`src/sll_pkg.sv`:
```
// sll_pkg: constants for the serial latch load and lock block
// assumes a single 25 MHz system clock domain
package sll_pkg;
   localparam int          CLK_MHZ        = 25;
   localparam int          WORD_W         = 24;
   localparam int          SEL_W          = 2;
   localparam int          SEL_LSB        = 0;
   localparam logic [1:0]  SEL_CONTROL    = 2'h0;
   localparam logic [1:0]  SEL_R_COUNTER  = 2'h1;
   localparam logic [1:0]  SEL_N_COUNTER  = 2'h2;
   localparam logic [1:0]  SEL_TEST       = 2'h3;
   localparam logic [23:0] LATCH_RESET    = 24'h000000;
   localparam int          LOCK_CNT_W     = 3;
   localparam logic [2:0]  LOCK_CYC_NORM  = 3'h3;
   localparam logic [2:0]  LOCK_CYC_PREC  = 3'h5;
   localparam int          PHASE_ERR_W    = 8;
   localparam int          LOCK_SET_NS    = 15;
   localparam int          LOCK_LOSS_NS   = 25;
   localparam int          DIV_W          = 5;
   localparam logic [4:0]  DIV_A_MIN      = 5'h02;
   localparam logic [1:0]  OUT_DIV_A      = 2'h0;
   localparam logic [1:0]  OUT_DIV_2A     = 2'h1;
   localparam logic [1:0]  OUT_SCALED_RF  = 2'h2;
   localparam logic [1:0]  OUT_SCALED_REF = 2'h3;
endpackage

```
`src/sll_div_if.sv`:
```
// sll_div_if: carries the divider settings and output between modules
// assumes both ends share clk_sys
`timescale 1ns/1ps
interface sll_div_if;
   import sll_pkg::*;
   logic [DIV_W-1:0] div_a;
   logic             osc_tick;
   logic             div_a_out;
   logic             div_2a_out;
   modport ctrl (output div_a, output osc_tick, input div_a_out, input div_2a_out);
   modport div  (input div_a, input osc_tick, output div_a_out, output div_2a_out);
endinterface

```
`src/sll_divider.sv`:
```
// sll_divider: auxiliary divide-by-A and divide-by-2A stage
// assumes osc_tick marks one oscillator period per pulse on clk_sys
`timescale 1ns/1ps
module sll_divider
   import sll_pkg::*;
(
   input wire logic clk_sys,
   input wire logic rstn,
   sll_div_if.div   dif
);
   logic [DIV_W-1:0] count;
   logic [DIV_W-1:0] div_eff;

   // ----------------------------------------
   // period counter
   // ----------------------------------------
   // values below the minimum clamp to it so the output never sticks high
   assign div_eff = (dif.div_a < DIV_A_MIN) ? DIV_A_MIN : dif.div_a;

   always_ff @(posedge clk_sys) begin
      if (!rstn) begin
         count <= '0;
      end else if (dif.osc_tick) begin
         if (count >= div_eff - 5'h01) begin
            count <= '0;
         end else begin
            count <= count + 5'h01;
         end
      end
   end

   // high for one period in every A
   always_ff @(posedge clk_sys) begin
      if (!rstn) begin
         dif.div_a_out <= 1'b0;
      end else if (dif.osc_tick) begin
         dif.div_a_out <= (count >= div_eff - 5'h01);
      end
   end

   // toggle on each A pulse gives 2A with 50 percent duty
   always_ff @(posedge clk_sys) begin
      if (!rstn) begin
         dif.div_2a_out <= 1'b0;
      end else if (dif.osc_tick && count >= div_eff - 5'h01) begin
         dif.div_2a_out <= ~dif.div_2a_out;
      end
   end
endmodule

```
`src/sll_top.sv`:
```
// sll_top: three-wire serial port, four latches, lock indicator, divided output
// assumes serial pins are asynchronous and far slower than clk_sys
// no reset pin exists on the part; rstn clears every latch to zero
`timescale 1ns/1ps
// Overview of operation
// - shift data on each rising serial clock
// - word arrives msb first, last two select
// - load strobe rise copies word into one latch
// - lock indicator high locked, low when lost
// - output picks div A, 2A, scaled rf, ref
// - select 00 ctrl,01 r,10 n,11 test
// - lock after 3 or 5 good cycles
// - divide A one-period pulse, 2A even duty
module sll_top
   import sll_pkg::*;
(
   input  wire logic                   clk_sys,
   input  wire logic                   rstn,
   input  wire logic                   serial_clock,
   input  wire logic                   serial_data,
   input  wire logic                   latch_load_strobe,
   input  wire logic                   osc_tick,
   input  wire logic                   pd_cycle,
   input  wire logic [PHASE_ERR_W-1:0] phase_error_ns,
   input  wire logic                   lock_precision_select,
   input  wire logic [DIV_W-1:0]       div_a,
   input  wire logic [1:0]             out_select,
   input  wire logic                   scaled_rf,
   input  wire logic                   reference_input,
   output logic [WORD_W-1:0]           control_latch,
   output logic [WORD_W-1:0]           r_counter_latch,
   output logic [WORD_W-1:0]           n_counter_latch,
   output logic [WORD_W-1:0]           test_latch,
   output logic                        n_latch_updated,
   output logic                        lock_indicator,
   output logic                        divided_clock_output
);
   // ----------------------------------------
   // pin synchronisers
   // ----------------------------------------
   logic [4:0]            sync1;
   logic [4:0]            sync2;
   logic                  sclk_prev;
   logic                  strobe_prev;
   logic [WORD_W-1:0]     shift_reg;
   logic [SEL_W-1:0]      latch_select;
   logic [2**SEL_W-1:0]   latch_write;
   logic [LOCK_CNT_W-1:0] good_count;
   logic [LOCK_CNT_W-1:0] need_count;
   logic                  sclk_rise;
   logic                  strobe_rise;
   logic                  next_divided;
   sll_div_if             dif();

   // two stages on every pin from outside the clock domain; a pin edge may
   // land anywhere in a cycle, so nothing reads the first stage directly
   always_ff @(posedge clk_sys) begin
      if (!rstn) begin
         sync1 <= '0;
         sync2 <= '0;
      end else begin
         sync1 <= {reference_input, scaled_rf, latch_load_strobe, serial_data, serial_clock};
         sync2 <= sync1;
      end
   end

   // edge history taken from the second stage only
   always_ff @(posedge clk_sys) begin
      if (!rstn) begin
         sclk_prev   <= 1'b0;
         strobe_prev <= 1'b0;
      end else begin
         sclk_prev   <= sync2[0];
         strobe_prev <= sync2[2];
      end
   end

   // history clears to the idle low level, so reset makes no false edge
   assign sclk_rise   = sync2[0] & ~sclk_prev;
   assign strobe_rise = sync2[2] & ~strobe_prev;

   // ----------------------------------------
   // shift register
   // ----------------------------------------
   // bits beyond twenty-four fall off the top; only the last word counts
   // data enters at bit 0 so the first bit ends at the msb
   always_ff @(posedge clk_sys) begin
      if (!rstn) begin
         shift_reg <= '0;
      end else if (sclk_rise) begin
         shift_reg <= {shift_reg[WORD_W-2:0], sync2[1]};
      end
   end

   // the last two bits shifted in pick the target
   // the select is read live, so a strobe must follow the final bit
   assign latch_select = shift_reg[SEL_LSB +: SEL_W];

   // ----------------------------------------
   // latches
   // ----------------------------------------
   // one write enable per latch; an exact decode of the select pair means
   // a strobe can never touch two latches at once
   for (genvar gi = 0; gi < 2**SEL_W; gi++) begin : g_write
      assign latch_write[gi] = strobe_rise && (latch_select == SEL_W'(gi));
   end

   // control latch; holds until a strobe targets it
   always_ff @(posedge clk_sys) begin
      if (!rstn) begin
         control_latch <= LATCH_RESET;
      end else if (latch_write[SEL_CONTROL]) begin
         control_latch <= shift_reg;
      end
   end

   // r counter latch; shifting alone never reaches it
   always_ff @(posedge clk_sys) begin
      if (!rstn) begin
         r_counter_latch <= LATCH_RESET;
      end else if (latch_write[SEL_R_COUNTER]) begin
         r_counter_latch <= shift_reg;
      end
   end

   // n counter latch
   always_ff @(posedge clk_sys) begin
      if (!rstn) begin
         n_counter_latch <= LATCH_RESET;
      end else if (latch_write[SEL_N_COUNTER]) begin
         n_counter_latch <= shift_reg;
      end
   end

   // the test latch is stored like the others, so a stray write harms
   // nothing else; the host is expected to leave it alone
   always_ff @(posedge clk_sys) begin
      if (!rstn) begin
         test_latch <= LATCH_RESET;
      end else if (latch_write[SEL_TEST]) begin
         test_latch <= shift_reg;
      end
   end

   // pulse lets band logic restart; relies on host write order
   always_ff @(posedge clk_sys) begin
      if (!rstn) begin
         n_latch_updated <= 1'b0;
      end else begin
         n_latch_updated <= latch_write[SEL_N_COUNTER];
      end
   end

   // ----------------------------------------
   // lock detect
   // ----------------------------------------
   // precision asks for the longer run of good cycles
   assign need_count = lock_precision_select ? LOCK_CYC_PREC : LOCK_CYC_NORM;

   // counts consecutive good detector cycles; saturates at the longer need
   // so a precision change mid-run still sees the whole run
   always_ff @(posedge clk_sys) begin
      if (!rstn) begin
         good_count <= '0;
      end else if (pd_cycle) begin
         if (phase_error_ns >= PHASE_ERR_W'(LOCK_SET_NS)) begin
            good_count <= '0;
         end else if (good_count < LOCK_CYC_PREC) begin
            good_count <= good_count + 3'h1;
         end
      end
   end

   // errors from fifteen to twenty-five restart the run but leave lock up
   // set on the needed run, clear only past the loss limit
   always_ff @(posedge clk_sys) begin
      if (!rstn) begin
         lock_indicator <= 1'b0;
      end else if (pd_cycle) begin
         if (phase_error_ns > PHASE_ERR_W'(LOCK_LOSS_NS)) begin
            lock_indicator <= 1'b0;
         end else if (phase_error_ns < PHASE_ERR_W'(LOCK_SET_NS)
                      && good_count + 3'h1 >= need_count) begin
            lock_indicator <= 1'b1;
         end
      end
   end

   // ----------------------------------------
   // divided output
   // ----------------------------------------
   // osc_tick stands in for the oscillator; the divider moves only on it
   assign dif.div_a    = div_a;
   assign dif.osc_tick = osc_tick;

   // A and 2A come from one shared period counter
   sll_divider sll_divider_inst (
      .clk_sys (clk_sys),
      .rstn    (rstn),
      .dif     (dif)
   );

   // output mux; scaled inputs lag their pins by three cycles
   always_comb begin
      case (out_select)
         OUT_DIV_A:      next_divided = dif.div_a_out;
         OUT_DIV_2A:     next_divided = dif.div_2a_out;
         OUT_SCALED_RF:  next_divided = sync2[3];
         OUT_SCALED_REF: next_divided = sync2[4];
         default:        next_divided = 1'b0;
      endcase
   end

   // registered so the pin never shows a glitch from the mux
   always_ff @(posedge clk_sys) begin
      if (!rstn) begin
         divided_clock_output <= 1'b0;
      end else begin
         divided_clock_output <= next_divided;
      end
   end
endmodule

```
`config.mk`:
```
export PLATFORM = sky130hd
export DESIGN_NAME = sll_top
export DESIGN_NICKNAME = d
export VERILOG_FILES = /design/src/sll_pkg.sv /design/src/sll_div_if.sv /design/src/sll_divider.sv /design/src/sll_top.sv
export SDC_FILE = /design/constraint.sdc
export NUM_CORES = 1
export LEC_CHECK = 0
export ABC_AREA = 1
export BUFFER_PORTS_ARGS = -buffer_cell sky130_fd_sc_hd__buf_4
export CAP_MARGIN = 20
export CORE_MARGIN = 1.5
export CORE_UTILIZATION = 57
export DETAILED_ROUTE_END_ITERATION = 16
export GPL_ROUTABILITY_DRIVEN = 0
export PLACE_DENSITY = 0.85
export SYNTH_ARGS = -nofsm -noshare
export SYNTH_HDL_FRONTEND = slang
export SYNTH_HIERARCHICAL = 1
export SYNTH_SLANG_ARGS = --single-unit
```
`constraint.sdc`:
```
create_clock -name clk_sys -period 4.35 [get_ports clk_sys]
set_input_delay 1.0875 -clock clk_sys [delete_from_list [all_inputs] [get_ports clk_sys]]
set_output_delay 1.0875 -clock clk_sys [all_outputs]
set_load 0.01 [all_outputs]
```
* Word-level counts from Yosys, hierarchy flattened
Cells that the tools add are included.
** Operators by class
- $add $sub $neg :: 3
- $lt $le $gt $ge :: 7
- Equality and inequality tests :: 6
- Mux-type cells :: 8
- Bitwise gates (word level) :: 5
- Reductions and logical operators :: 12
** Operators by type and width (count)
- $mux 5 :: 2
- $mux 3 :: 3
- $eq 2x2->1 const B :: 4
- $ge 8x4->1 const B :: 1
- $gt 8x5->1 const B :: 1
- $lt 8x4->1 const B :: 1
- $logic_and 1x1->1 :: 6
- $add 5x1->5 const B :: 1
- $ge 5x5->1 :: 1
- $lt 5x2->1 const B :: 1
- $sub 5x1->5 const B :: 1
- $eq 2x1->1 const B :: 2
- $logic_not 2->1 :: 2
- $pmux 1 s4 :: 1
- $reduce_and 2->1 :: 2
- $reduce_bool 2->1 :: 2
- $add 3x1->3 const B :: 1
- $ge 3x3->1 :: 1
- $lt 3x3->1 const B :: 1
- $not 1->1 :: 3
- $and 1x1->1 :: 2
- $mux 1 :: 2
** Word-level totals
- Register bits :: 145
- Bits of input ports :: 25

* Logic depth before layout (Yosys ltp)
Gate-level depths: netlist (run 1).
- Word-level depth :: 5
- Depth in mapped cells :: 14
- Gate-level depth less buffers :: 14

* Modules after synthesis
The synthesis (run 1) kept the hierarchy.
** By module, submodules not included
- sll_top :: instances 1, cells an instance 620, area an instance 4845.9 sq um
- sll_divider :: instances 1, cells an instance 64, area an instance 485.5 sq um

* Least setup slack after synthesis (run 1)
No wires, ideal clock.
- Path type :: input to register
- Start point :: in div_a[2]
- End point :: reg sll_divider_inst.count[0]
- Library setup time :: 0.116 ns
- Data arrival time :: 2.833 ns
- Data required time :: 4.234 ns
- Path slack :: 1.401 ns
- Stages :: 14
- Path buffers :: 0
- Cells stage by stage :: or2_1 > o31ai_1 > ha_1 > nand2_1 > xnor2_1 > inv_1 > ha_1 > nand2_1 > nor2_1 > nand2_1 > nand3_1 > nand2_1 > nand2_1 > nor2_1
** On the way
- Cells in the longest elaborated chain, start to end :: 5
** RTL lines
- from (decl) :: line sll_top.sv:26 : input wire logic [DIV_W-1:0] div_a,
- $lt 5x2->1 :: line sll_divider.sv:18 : assign div_eff = (dif.div_a < DIV_A_MIN) ? DIV_A_MIN : dif.div_a;
- $mux 5 (*) :: line sll_divider.sv:18
- $sub 5x1->5 (*) :: line sll_divider.sv:24 : if (count >= div_eff - 5'h01) begin
- $ge 5x5->1 (*) :: line sll_divider.sv:24
- $mux 5 (*) :: line sll_divider.sv:24
- to (signal assigned) :: line sll_divider.sv:27 : count <= count + 5'h01;
- to (decl) :: line sll_divider.sv:11 : logic [DIV_W-1:0] count;
Mark *: on every way between the ends. The rest lies on a longest branch, timed or not.
A chain may end at the register's enable or synchronous reset.

* Worst setup path after layout (run 1)
- Start point :: in div_a[2]
- End point :: reg sll_divider_inst.count[2]
The elaborated chain is that of the path after synthesis.

==> flow_metrics.env, run 1 <==
export IMPL_final_cells=916
export IMPL_period_needed_ns=3.00
export IMPL_cp_slowest_cell="o31ai_1"
export IMPL_grt_max_degree=94
export IMPL_required_ns=4.79
export IMPL_cp_top_family="simple AND/OR/NAND/NOR gates"
export IMPL_viasPerCell=5.31
export IMPL_drcViolationCount=0
export IMPL_coreArea_mm2=0.00915
export IMPL_crit_top_cell="nand2_1"
export IMPL_reg2reg_to="shift_reg[0]"
export IMPL_overflow=0
export IMPL_worstSetupStartpointType="input pin"
export IMPL_p_leak_nw=3.14
export IMPL_die_w_um=99.7
export IMPL_r2r_start="sync2[0]"
export IMPL_p_sw_uw=692
export IMPL_syn2layout_area_growth_pct=28.0
export IMPL_comb_power_share=0.059
export IMPL_root_buffer="clkbuf_8"
export IMPL_power_frac_clock=0.481
export IMPL_crit_type="in2reg"
export IMPL_io_buffers=123
export IMPL_fin_nets=827
export IMPL_power_density_mw_per_mm2=445
export IMPL_synth_area_leader_cell="dfxtp_1"
export IMPL_yosysSeqAreaShare=0.544
export IMPL_cts_resized=0
export IMPL_cp_max_fo=5
export IMPL_mappedNetlistArea_mm2=0.00533
export IMPL_synth_ff_type="dfxtp_1"
export IMPL_holdBufCountCts=0
export IMPL_grt_pass1_vias=4556
export IMPL_synth_nets=719
export IMPL_postLayoutCoreUtil=0.745
export IMPL_synth_edf_count=0
export IMPL_insertion_delay_ns=0.52
export IMPL_internal_power_mw=2.35
export IMPL_worst_setup_path_end_kind="register"
export IMPL_ant_nets=0
export IMPL_ys_ff_latch=145
export IMPL_cts_setup_buffers=0
export IMPL_rsz0062_at_grt="false"
export IMPL_worstPathBufferInverterCount=2
export IMPL_setup_viol=0
export IMPL_dp_hpwl_mm=8.75
export IMPL_tightest_slew_ns=0.839
export IMPL_die_y_um=99.7
export IMPL_synth_top_area_frac=0.544
export IMPL_postSynth_asyncResetShare=0
export IMPL_cts_tree="built"
export IMPL_cap_violations=0
export IMPL_path_cells="buf_4 > or2_1 > o31ai_1 > ha_1 > nand2_1 > xnor2_1 > inv_1 > ha_1 > nand2_1 > nor2_1 > nand2_1 > nand3_1 > nand2_1 > nand2_1 > nor2_1"
export IMPL_h_tree_depth=4
export IMPL_hold_viol=0
export IMPL_routed_wl_mm=13.3
export IMPL_dieArea_mm2=0.00994
export IMPL_power_frac_seq=0.460
export IMPL_slew_headroom=0.440
export IMPL_gr_usage_all_layers=0.275
export IMPL_synthTopCellsByCount="nor2_1, dfxtp_1, o21ai_0"
export IMPL_swShare=0.228
export IMPL_tns_ns=0
export IMPL_std_cell_rows=35
export IMPL_ir_drop_mv=0.324
export IMPL_fin_skew_ns=0.00610
export IMPL_drtIter0Drc=311
export IMPL_drv_slew=0
export IMPL_worstHoldStart="sync1[4]"
export IMPL_first_pass_iters=5
export IMPL_cts_sinks=145
export IMPL_ys_types=28
export IMPL_r2r_slack_ns=2.24
export IMPL_start_util=0.583
export IMPL_pin_count=124
export IMPL_crit_arrival_ns=3.44
export IMPL_synthTopCellsByArea="dfxtp_1, nor2_1, o21ai_0"
export IMPL_fin_crit_sh=0.689
export IMPL_antenna_found_initial=0
export IMPL_grt_pass1_wl_mm=21.6
export IMPL_min_to="sync2[4]"
export IMPL_n_antenna_cell=0
export IMPL_synth_most_common_cell="nor2_1"
export IMPL_hp_class="reg2reg"
export IMPL_wl_per_cell_um=14.5
export IMPL_numCtsBuffers=17
export IMPL_cts_buffer_depth=2
export IMPL_fmax_mhz=334
export IMPL_status="complete, no violations"
export IMPL_yosysWarnings=6
export IMPL_clkSlewWorstSetupHoldPaths_ns=0.06
export IMPL_hold_depth=2
export IMPL_r2r_cells=5
export IMPL_drive_gt1_frac=0.205
export IMPL_fillers=649
export IMPL_avgSynthCellArea_um2=7.79
export IMPL_placed_cells=884
export IMPL_cpPeakStageDelay_ns=0.32
export IMPL_vias=4866
export IMPL_synthCells=684
[worst max-delay path by stage]
| stage | slack [ns] | end | depth (start not counted) | startpoint |
|---|---|---|---|---|
| after floorplan | 1.40 | sll_divider_inst/count[0] | 14 | div_a[2] |
| after global placement | 1.17 | sll_divider_inst/count[0] | 15 | div_a[2] |
| after detailed placement | 0.93 | sll_divider_inst/count[0] | 15 | div_a[2] |
| after CTS | 1.43 | sll_divider_inst/count[2] | 15 | div_a[2] |
| after global routing | 1.20 | sll_divider_inst/count[2] | 15 | div_a[2] |
| final | 1.35 | sll_divider_inst/count[2] | 15 | div_a[2] |
[layout make-up]
cell class,count,area (um2),share of cell area
repair buffers,124,931,0.136
flip-flops and latches,145,2900,0.425
multi-input cells,463,2090,0.307
clock inverters,11,153,0.0224
clock buffers,21,449,0.0658
inverters,41,154,0.0226
well taps,111,139,0.0204
[stage by stage]
step / instance area [um2] / hold WS [ns] / setup slack [ns] / power (mW)
finish: 6820 / 0.417 / 1.35 / 3.04
global route: 6820 / 0.440 / 1.20 / 3.13
CTS: 6820 / 0.421 / 1.43 / 3.05
detailed placement: 6220 / 0.404 / 0.930 / 1.60
global placement: 6220 / 0.392 / 1.17 / 1.59
floorplan: 5330 / 0.390 / 1.40 / 1.52
[worst register-to-register path, cell delays in order, from the launching register on]
cell	delay, ns
dfxtp_1	0.32
inv_1	0.05
nor2_2	0.63
inv_1	0.59
o21ai_0	0.33
a21oi_1	0.06
[logic make-up after synthesis]
family / synth area share
AO/OA/AOI/OAI: 0.123
XOR/XNOR: 0.0131
adder cells (fa/ha/maj): 0.0235
buffers and inverters: 0.0627
flip-flops: 0.544
multiplexers: 0.00188
AND/OR/NAND/NOR: 0.232
[routing by layer]
metal,vias to the layer above,global-route usage,wire [um]
li1,2386,-,-
met1,2268,0.348,5690
met2,186,0.453,6440
met3,26,0.0703,875
met4,0,0.102,259
met5,-,0,0
[cells in the final DEF, fill, tap and decap left out, types with 3 or more instances in the layout]
cell type | synthesis | layout
nor2_1 | 253 | 253
dfxtp_1 | 145 | 145
buf_4 | 6 | 124
o21ai_0 | 112 | 112
nand2_1 | 47 | 47
inv_1 | 34 | 34
clkbuf_16 | 0 | 16
a21oi_1 | 11 | 11
ha_1 | 10 | 10
inv_2 | 6 | 6
xor2_1 | 5 | 5
nand3_1 | 5 | 5
nand4_1 | 5 | 5
clkbuf_8 | 0 | 3
inv_6 | 0 | 3
bufinv_16 | 0 | 3
clkinvlp_4 | 0 | 3
xnor2_1 | 3 | 3
[power by group through the flow]
| stage | clock network [mW] | logic [mW] | registers (mW) |
|---|---|---|---|
| CTS | 1.47 | 0.179 | 1.40 |
| finish | 1.46 | 0.179 | 1.40 |
| floorplan | 0 | 0.104 | 1.42 |
| global route | 1.53 | 0.203 | 1.40 |
| global placement | 0 | 0.165 | 1.42 |
| detailed placement | 0 | 0.175 | 1.42 |
Note: power is estimated with default switching activity, not from simulation.
==> inputs of run 2 (changes only) <==
--- a/config.mk
+++ b/config.mk
@@ -5,14 +5,14 @@
 export SDC_FILE = /design/constraint.sdc
 export NUM_CORES = 1
 export LEC_CHECK = 0
-export ABC_AREA = 1
+export ABC_AREA = 0
 export BUFFER_PORTS_ARGS = -buffer_cell sky130_fd_sc_hd__buf_4
 export CAP_MARGIN = 20
 export CORE_MARGIN = 1.5
-export CORE_UTILIZATION = 57
+export CORE_UTILIZATION = 48
 export DETAILED_ROUTE_END_ITERATION = 16
 export GPL_ROUTABILITY_DRIVEN = 0
-export PLACE_DENSITY = 0.85
+export PLACE_DENSITY = 0.76
 export SYNTH_ARGS = -nofsm -noshare
 export SYNTH_HDL_FRONTEND = slang
 export SYNTH_HIERARCHICAL = 1
==> constraint.sdc (replaced) <==
create_clock -name clk_sys -period 2.4 [get_ports clk_sys]
set_input_delay 0.6 -clock clk_sys [delete_from_list [all_inputs] [get_ports clk_sys]]
set_output_delay 0.6 -clock clk_sys [all_outputs]
set_load 0.01 [all_outputs]
==> run 2 against run 1 <==
- final area increased by 3.1%
- non-clock buffer count increased by 15
- worst setup slack got worse by 1.2 ns
- register-to-register slack got worse by 1.7 ns
- final cell count decreased by 0.44%
- core utilization decreased by 9.9 points
- clock-buffer cell count decreased by 1
- area after synthesis increased by 0.84%
- global-route usage decreased by 4.4 points
- die area increased by 19%
- critical path type unchanged
- largest power group unchanged
==> flow_metrics.env, run 2 <==
export IMPL_setup_viol=0
export IMPL_cts_resized=0
export IMPL_p_leak_nw=2.75
export IMPL_worstHoldStart="serial_clock"
export IMPL_vias=4786
export IMPL_grt_busiest_layer="met2"
export IMPL_first_pass_iters=6
export IMPL_reg2reg_to="control_latch[0]"
export IMPL_hold_depth=2
export IMPL_wl_per_cell_um=14.7
export IMPL_min_to="sync1[0]"
export IMPL_antenna_found_initial=0
export IMPL_hp_class="in2reg"
export IMPL_mappedNetlistArea_mm2=0.00538
export IMPL_dieArea_mm2=0.0118
export IMPL_fin_nets=795
export IMPL_met3_usage=0.0634
export IMPL_insertion_delay_ns=0.52
export IMPL_worst_setup_path_end_kind="register"
export IMPL_yosysWarnings=6
export IMPL_synthTopCellsByArea="dfxtp_1, nand2_1, a21oi_1"
export IMPL_synth_ff_type="dfxtp_1"
export IMPL_status="complete, no violations"
export IMPL_cts_buffer_depth=2
export IMPL_hold_slack_ns=0.284
export IMPL_viasPerCell=5.25
export IMPL_postPlaceCellArea_mm2=0.00643
export IMPL_grt_max_degree=118
export IMPL_die_y_um=109
export IMPL_ys_types=43
export IMPL_pin_count=124
export IMPL_cap_violations=0
export IMPL_r2r_start="shift_reg[0]"
export IMPL_cts_tree="built"
export IMPL_crit_arrival_ns=2.73
export IMPL_synth_area_leader_cell="dfxtp_1"
export IMPL_synth_nets=680
export IMPL_final_cells=912
export IMPL_r2r_slack_ns=0.53
export IMPL_power_density_mw_per_mm2=759
export IMPL_fillers=926
export IMPL_root_buffer="clkbuf_8"
export IMPL_ant_nets=0
export IMPL_layout_commonest_cell="nand2_1"
export IMPL_drive_gt1_frac=0.233
export IMPL_synthTopCellsByCount="nand2_1, dfxtp_1, a21oi_1"
export IMPL_start_util=0.494
export IMPL_rsz0062_at_grt="false"
export IMPL_ir_drop_mv=0.544
export IMPL_tightest_slew_ns=0.897
export IMPL_grt_pass1_vias=4328
export IMPL_final_cell_mix="nand2_1, dfxtp_1, buf_4"
export IMPL_r2r_cells=2
export IMPL_placed_cells=881
export IMPL_worstSetupStartpointType="input pin"
export IMPL_numCtsBuffers=17
export IMPL_coreArea_mm2=0.0109
export IMPL_overflow=0
export IMPL_die_w_um=109
export IMPL_hold_viol=0
export IMPL_tns_ns=0
export IMPL_worstSetupStartpoint="div_a[4]"
export IMPL_drcViolationCount=0
export IMPL_avgSynthCellArea_um2=8.34
export IMPL_fin_skew_ns=0.00524
export IMPL_std_cell_rows=38
export IMPL_gr_usage_all_layers=0.230
export IMPL_crit_type="in2reg"
export IMPL_fmax_mhz=440
export IMPL_postSynth_asyncResetShare=0
export IMPL_synth_top_area_frac=0.540
export IMPL_synth_edf_count=0
export IMPL_fin_crit_sh=0.946
export IMPL_yosysSeqAreaShare=0.540
export IMPL_synthCells=645
export IMPL_cp_max_fo=5
export IMPL_slew_headroom=0.402
export IMPL_clkSlewWorstSetupHoldPaths_ns=0.06
export IMPL_gr_usage_met1=0.283
export IMPL_drtIter0Drc=335
export IMPL_ys_ff_latch=145
export IMPL_dp_hpwl_mm=8.88
export IMPL_holdBufCountCts=0
export IMPL_syn2layout_area_growth_pct=30.9
export IMPL_period_needed_ns=2.27
export IMPL_synth_most_common_cell="nand2_1"
export IMPL_fin_ws_ns=0.129
export IMPL_cts_setup_buffers=0
export IMPL_required_ns=2.86
export IMPL_io_buffers=123
export IMPL_fin_area_mm2=0.00704
export IMPL_drv_slew=0
export IMPL_n_antenna_cell=0
export IMPL_dp_slack_ns=-0.376
export IMPL_routed_wl_mm=13.4
export IMPL_h_tree_depth=4
export IMPL_met2_usage=0.388
export IMPL_grt_pass1_wl_mm=21.0
export IMPL_cts_sinks=145
## run 2: area by class of cell
class	count	area (um2)	area share
Multi-Input combinational cell	453	2280	0.324
Timing Repair Buffer	139	1060	0.150
Sequential cell	145	2900	0.413
Inverter	4	16.3	0.00231
Clock buffer	20	445	0.0633
Tap cell	140	175	0.0249
Clock inverter	11	161	0.0229
## run 2: cells by family (layout without fill, tap and decap cells)
logic type,count (synthesis),count (layout),share of synthesized area
AND/OR/NAND/NOR,298,298,0.243
flip-flops,145,145,0.540
buffers and inverters,47,174,0.0398
multiplexers,2,2,0.00605
XOR/XNOR,5,5,0.00814
adder cells (fa/ha/maj),10,10,0.0233
AO/OA/AOI/OAI,138,138,0.139
## run 2: critical path, stage by stage
cell,delay [ns]
buf_4,0.12
o41ai_2,0.39
ha_1,0.27
nand2_1,0.10
xor2_1,0.16
ha_1,0.34
a21oi_4,0.20
o21ai_2,0.07
or3_1,0.38
a21oi_2,0.10
## run 2: power breakdown
part	switching, mW	internal [mW]
Sequential	0.0207	2.43
Clock	0.950	1.73
Combinational	0.117	0.0924
Total	1.09	4.25
## run 2: worst max-delay path by stage
stage | to | cells past startpoint
final | sll_divider_inst/count[2] | 10
after detailed placement | sll_divider_inst/count[2] | 10
after global routing | sll_divider_inst/count[2] | 10
after floorplan | sll_divider_inst/count[2] | 9
after global placement | sll_divider_inst/count[2] | 10
after CTS | sll_divider_inst/count[2] | 10
## run 2: metrics by stage
stage | utilization | power, mW
after CTS | 0.646 | 5.38
after detailed placement | 0.590 | 2.71
after global routing | 0.646 | 5.51
final | 0.646 | 5.34
after global placement | 0.590 | 2.70
after floorplan | - | 2.63
## run 2: per-layer routing
| metal | vias to the layer above | wire [um] |
|---|---|---|
| li1 | 2379 | - |
| met1 | 2262 | 5710 |
| met2 | 132 | 6670 |
| met3 | 13 | 829 |
| met4 | 0 | 164 |
| met5 | - | 0 |
==> inputs of run 3 (changes only) <==
--- a/config.mk
+++ b/config.mk
@@ -12,6 +12,7 @@
 export CORE_UTILIZATION = 48
 export DETAILED_ROUTE_END_ITERATION = 16
 export GPL_ROUTABILITY_DRIVEN = 0
+export GPL_TIMING_DRIVEN = 0
 export PLACE_DENSITY = 0.76
 export SYNTH_ARGS = -nofsm -noshare
 export SYNTH_HDL_FRONTEND = slang
==> run 3 against run 2 <==
- register-to-register slack better by 0.21 ns
- clock skew hardly changed
- non-clock buffer count is 29 higher
- first-iteration DRC count is 5.1% lower
- worst setup slack worse by 0.023 ns
- critical endpoint unchanged
- largest power group is now sequential cells
==> flow_metrics.env, run 3 (same netlist as run 2, synthesis figures left out) <==
export IMPL_power_frac_seq=0.479
export IMPL_grt_busiest_layer="met2"
export IMPL_power_frac_clock=0.479
export IMPL_ant_nets=0
export IMPL_r2r_cells=5
export IMPL_placed_cells=908
export IMPL_crit_arrival_ns=2.75
export IMPL_fin_area_mm2=0.00707
export IMPL_cts_tree="built"
export IMPL_hold_depth=2
export IMPL_die_y_um=109
export IMPL_tightest_slew_ns=0.567
export IMPL_routed_wl_mm=13.8
export IMPL_hp_class="in2reg"
export IMPL_met2_usage=0.407
export IMPL_n_antenna_cell=0
export IMPL_drtIter0Drc=318
export IMPL_clkSlewWorstSetupHoldPaths_ns=0.06
export IMPL_tns_ns=0
export IMPL_swShare=0.227
export IMPL_fmax_mhz=436
export IMPL_worst_setup_path_end_kind="register"
export IMPL_layout_commonest_cell="nand2_1"
export IMPL_fin_crit_sh=0.956
export IMPL_coreArea_mm2=0.0109
export IMPL_io_buffers=123
export IMPL_drv_slew=0
export IMPL_power_density_mw_per_mm2=724
export IMPL_met3_usage=0.0687
export IMPL_grt_pass1_vias=4598
export IMPL_wl_per_cell_um=14.7
export IMPL_cap_violations=0
export IMPL_final_cell_mix="nand2_1, dfxtp_1, buf_4"
export IMPL_setup_viol=0
export IMPL_slew_headroom=0.619
export IMPL_die_w_um=109
export IMPL_dieArea_mm2=0.0118
export IMPL_start_util=0.494
export IMPL_fillers=893
export IMPL_hold_viol=0
export IMPL_rsz0062_at_grt="false"
export IMPL_p_sw_mw=1.16
export IMPL_dp_hpwl_mm=10.0
export IMPL_postPlaceCellArea_mm2=0.00648
export IMPL_overflow=0
export IMPL_crit_type="in2reg"
export IMPL_root_buffer="clkbuf_8"
export IMPL_syn2layout_area_growth_pct=31.4
export IMPL_viasPerCell=5.25
export IMPL_drive_gt1_frac=0.226
export IMPL_p_leak_nw=2.75
export IMPL_fin_nets=824
export IMPL_total_power_mw=5.12
export IMPL_gr_usage_all_layers=0.237
export IMPL_gr_usage_met1=0.289
export IMPL_h_tree_depth=4
export IMPL_cts_buffer_depth=2
export IMPL_worstSetupStartpointType="input pin"
export IMPL_holdBufCountCts=0
export IMPL_grt_max_degree=17
export IMPL_comb_power_share=0.042
export IMPL_drcViolationCount=0
export IMPL_antenna_found_initial=0
export IMPL_ir_drop_mv=0.486
export IMPL_grt_pass1_wl_mm=21.8
export IMPL_hold_slack_ns=0.289
export IMPL_status="complete, no violations"
export IMPL_final_cells=942
export IMPL_cts_sinks=145
export IMPL_fin_skew_ns=0.00554
export IMPL_first_pass_iters=5
export IMPL_std_cell_rows=38
export IMPL_period_needed_ns=2.29
export IMPL_required_ns=2.86
export IMPL_internal_power_mw=3.95
export IMPL_cp_max_fo=6
export IMPL_vias=4943
export IMPL_pin_count=124
export IMPL_insertion_delay_ns=0.52
export IMPL_numCtsBuffers=17
run 3: cell types whose count changed in the layout (fill, tap and decap cells not counted), sizes merged:
cell      before  now
bufinv         4    1
buf          139  140
inv            3    6
clkbuf        20   48
clkinv         7    4
clkinvlp       1    5
run 3: final timing paths:
kind | start | slack, ns | end
max reg2reg | strobe_prev | 0.74 | n_counter_latch[3]
min | scaled_rf | 0.29 | sync1[3]
min reg2reg | sync1[0] | 0.43 | sync2[0]
max | div_a[4] | 0.11 | sll_divider_inst/count[2]
run 3: area by class of cell:
class	instances	area, um2	share of cell area
multi-input cells	453	2280	0.323
repair buffers	125	938	0.133
clock inverters	12	109	0.0154
well taps	140	175	0.0248
clock buffers	20	445	0.0630
flip-flops and latches	145	2900	0.411
inverters	4	15.0	0.00213
plain buffers	43	199	0.0282
run 3: metrics by stage:
stage	setup slack, ns	utilization
3_3_place_gp	-0.376	0.595
2_1_floorplan	-0.117	-
5_1_grt	0.00363	0.649
6_report	0.106	0.649
3_5_place_dp	-0.441	0.595
4_1_cts	0.0937	0.646
run 3: worst max-delay path, stage by stage:
cell and delay, ns:
buf_4 0.13, o41ai_4 0.37, ha_2 0.26, nand2_1 0.07, xor2_1 0.14, ha_1 0.34
a21oi_4 0.25, o21ai_2 0.10, or3_1 0.38, a21oi_2 0.10
run 3: power groups by stage:
stage / Clock, mW / Combinational [mW] / Sequential [mW]
after floorplan: 0 / 0.130 / 2.50
after global placement: 0 / 0.202 / 2.50
final: 2.45 / 0.217 / 2.45
after global routing: 2.58 / 0.238 / 2.45
after detailed placement: 0 / 0.212 / 2.50
after CTS: 2.47 / 0.213 / 2.45
run 3: routing by layer:
| metal | part of all wire | wire (um) |
|---|---|---|
| met5 | 0 | 0 |
| met4 | 0.011 | 152 |
| met3 | 0.069 | 953 |
| met2 | 0.50 | 6920 |
| met1 | 0.42 | 5780 |
run 3: what timing repair did:
item	4_1_cts	5_1_grt
setup endpoints to repair	0	1
setup buffers	0	2
resized for setup	0	2
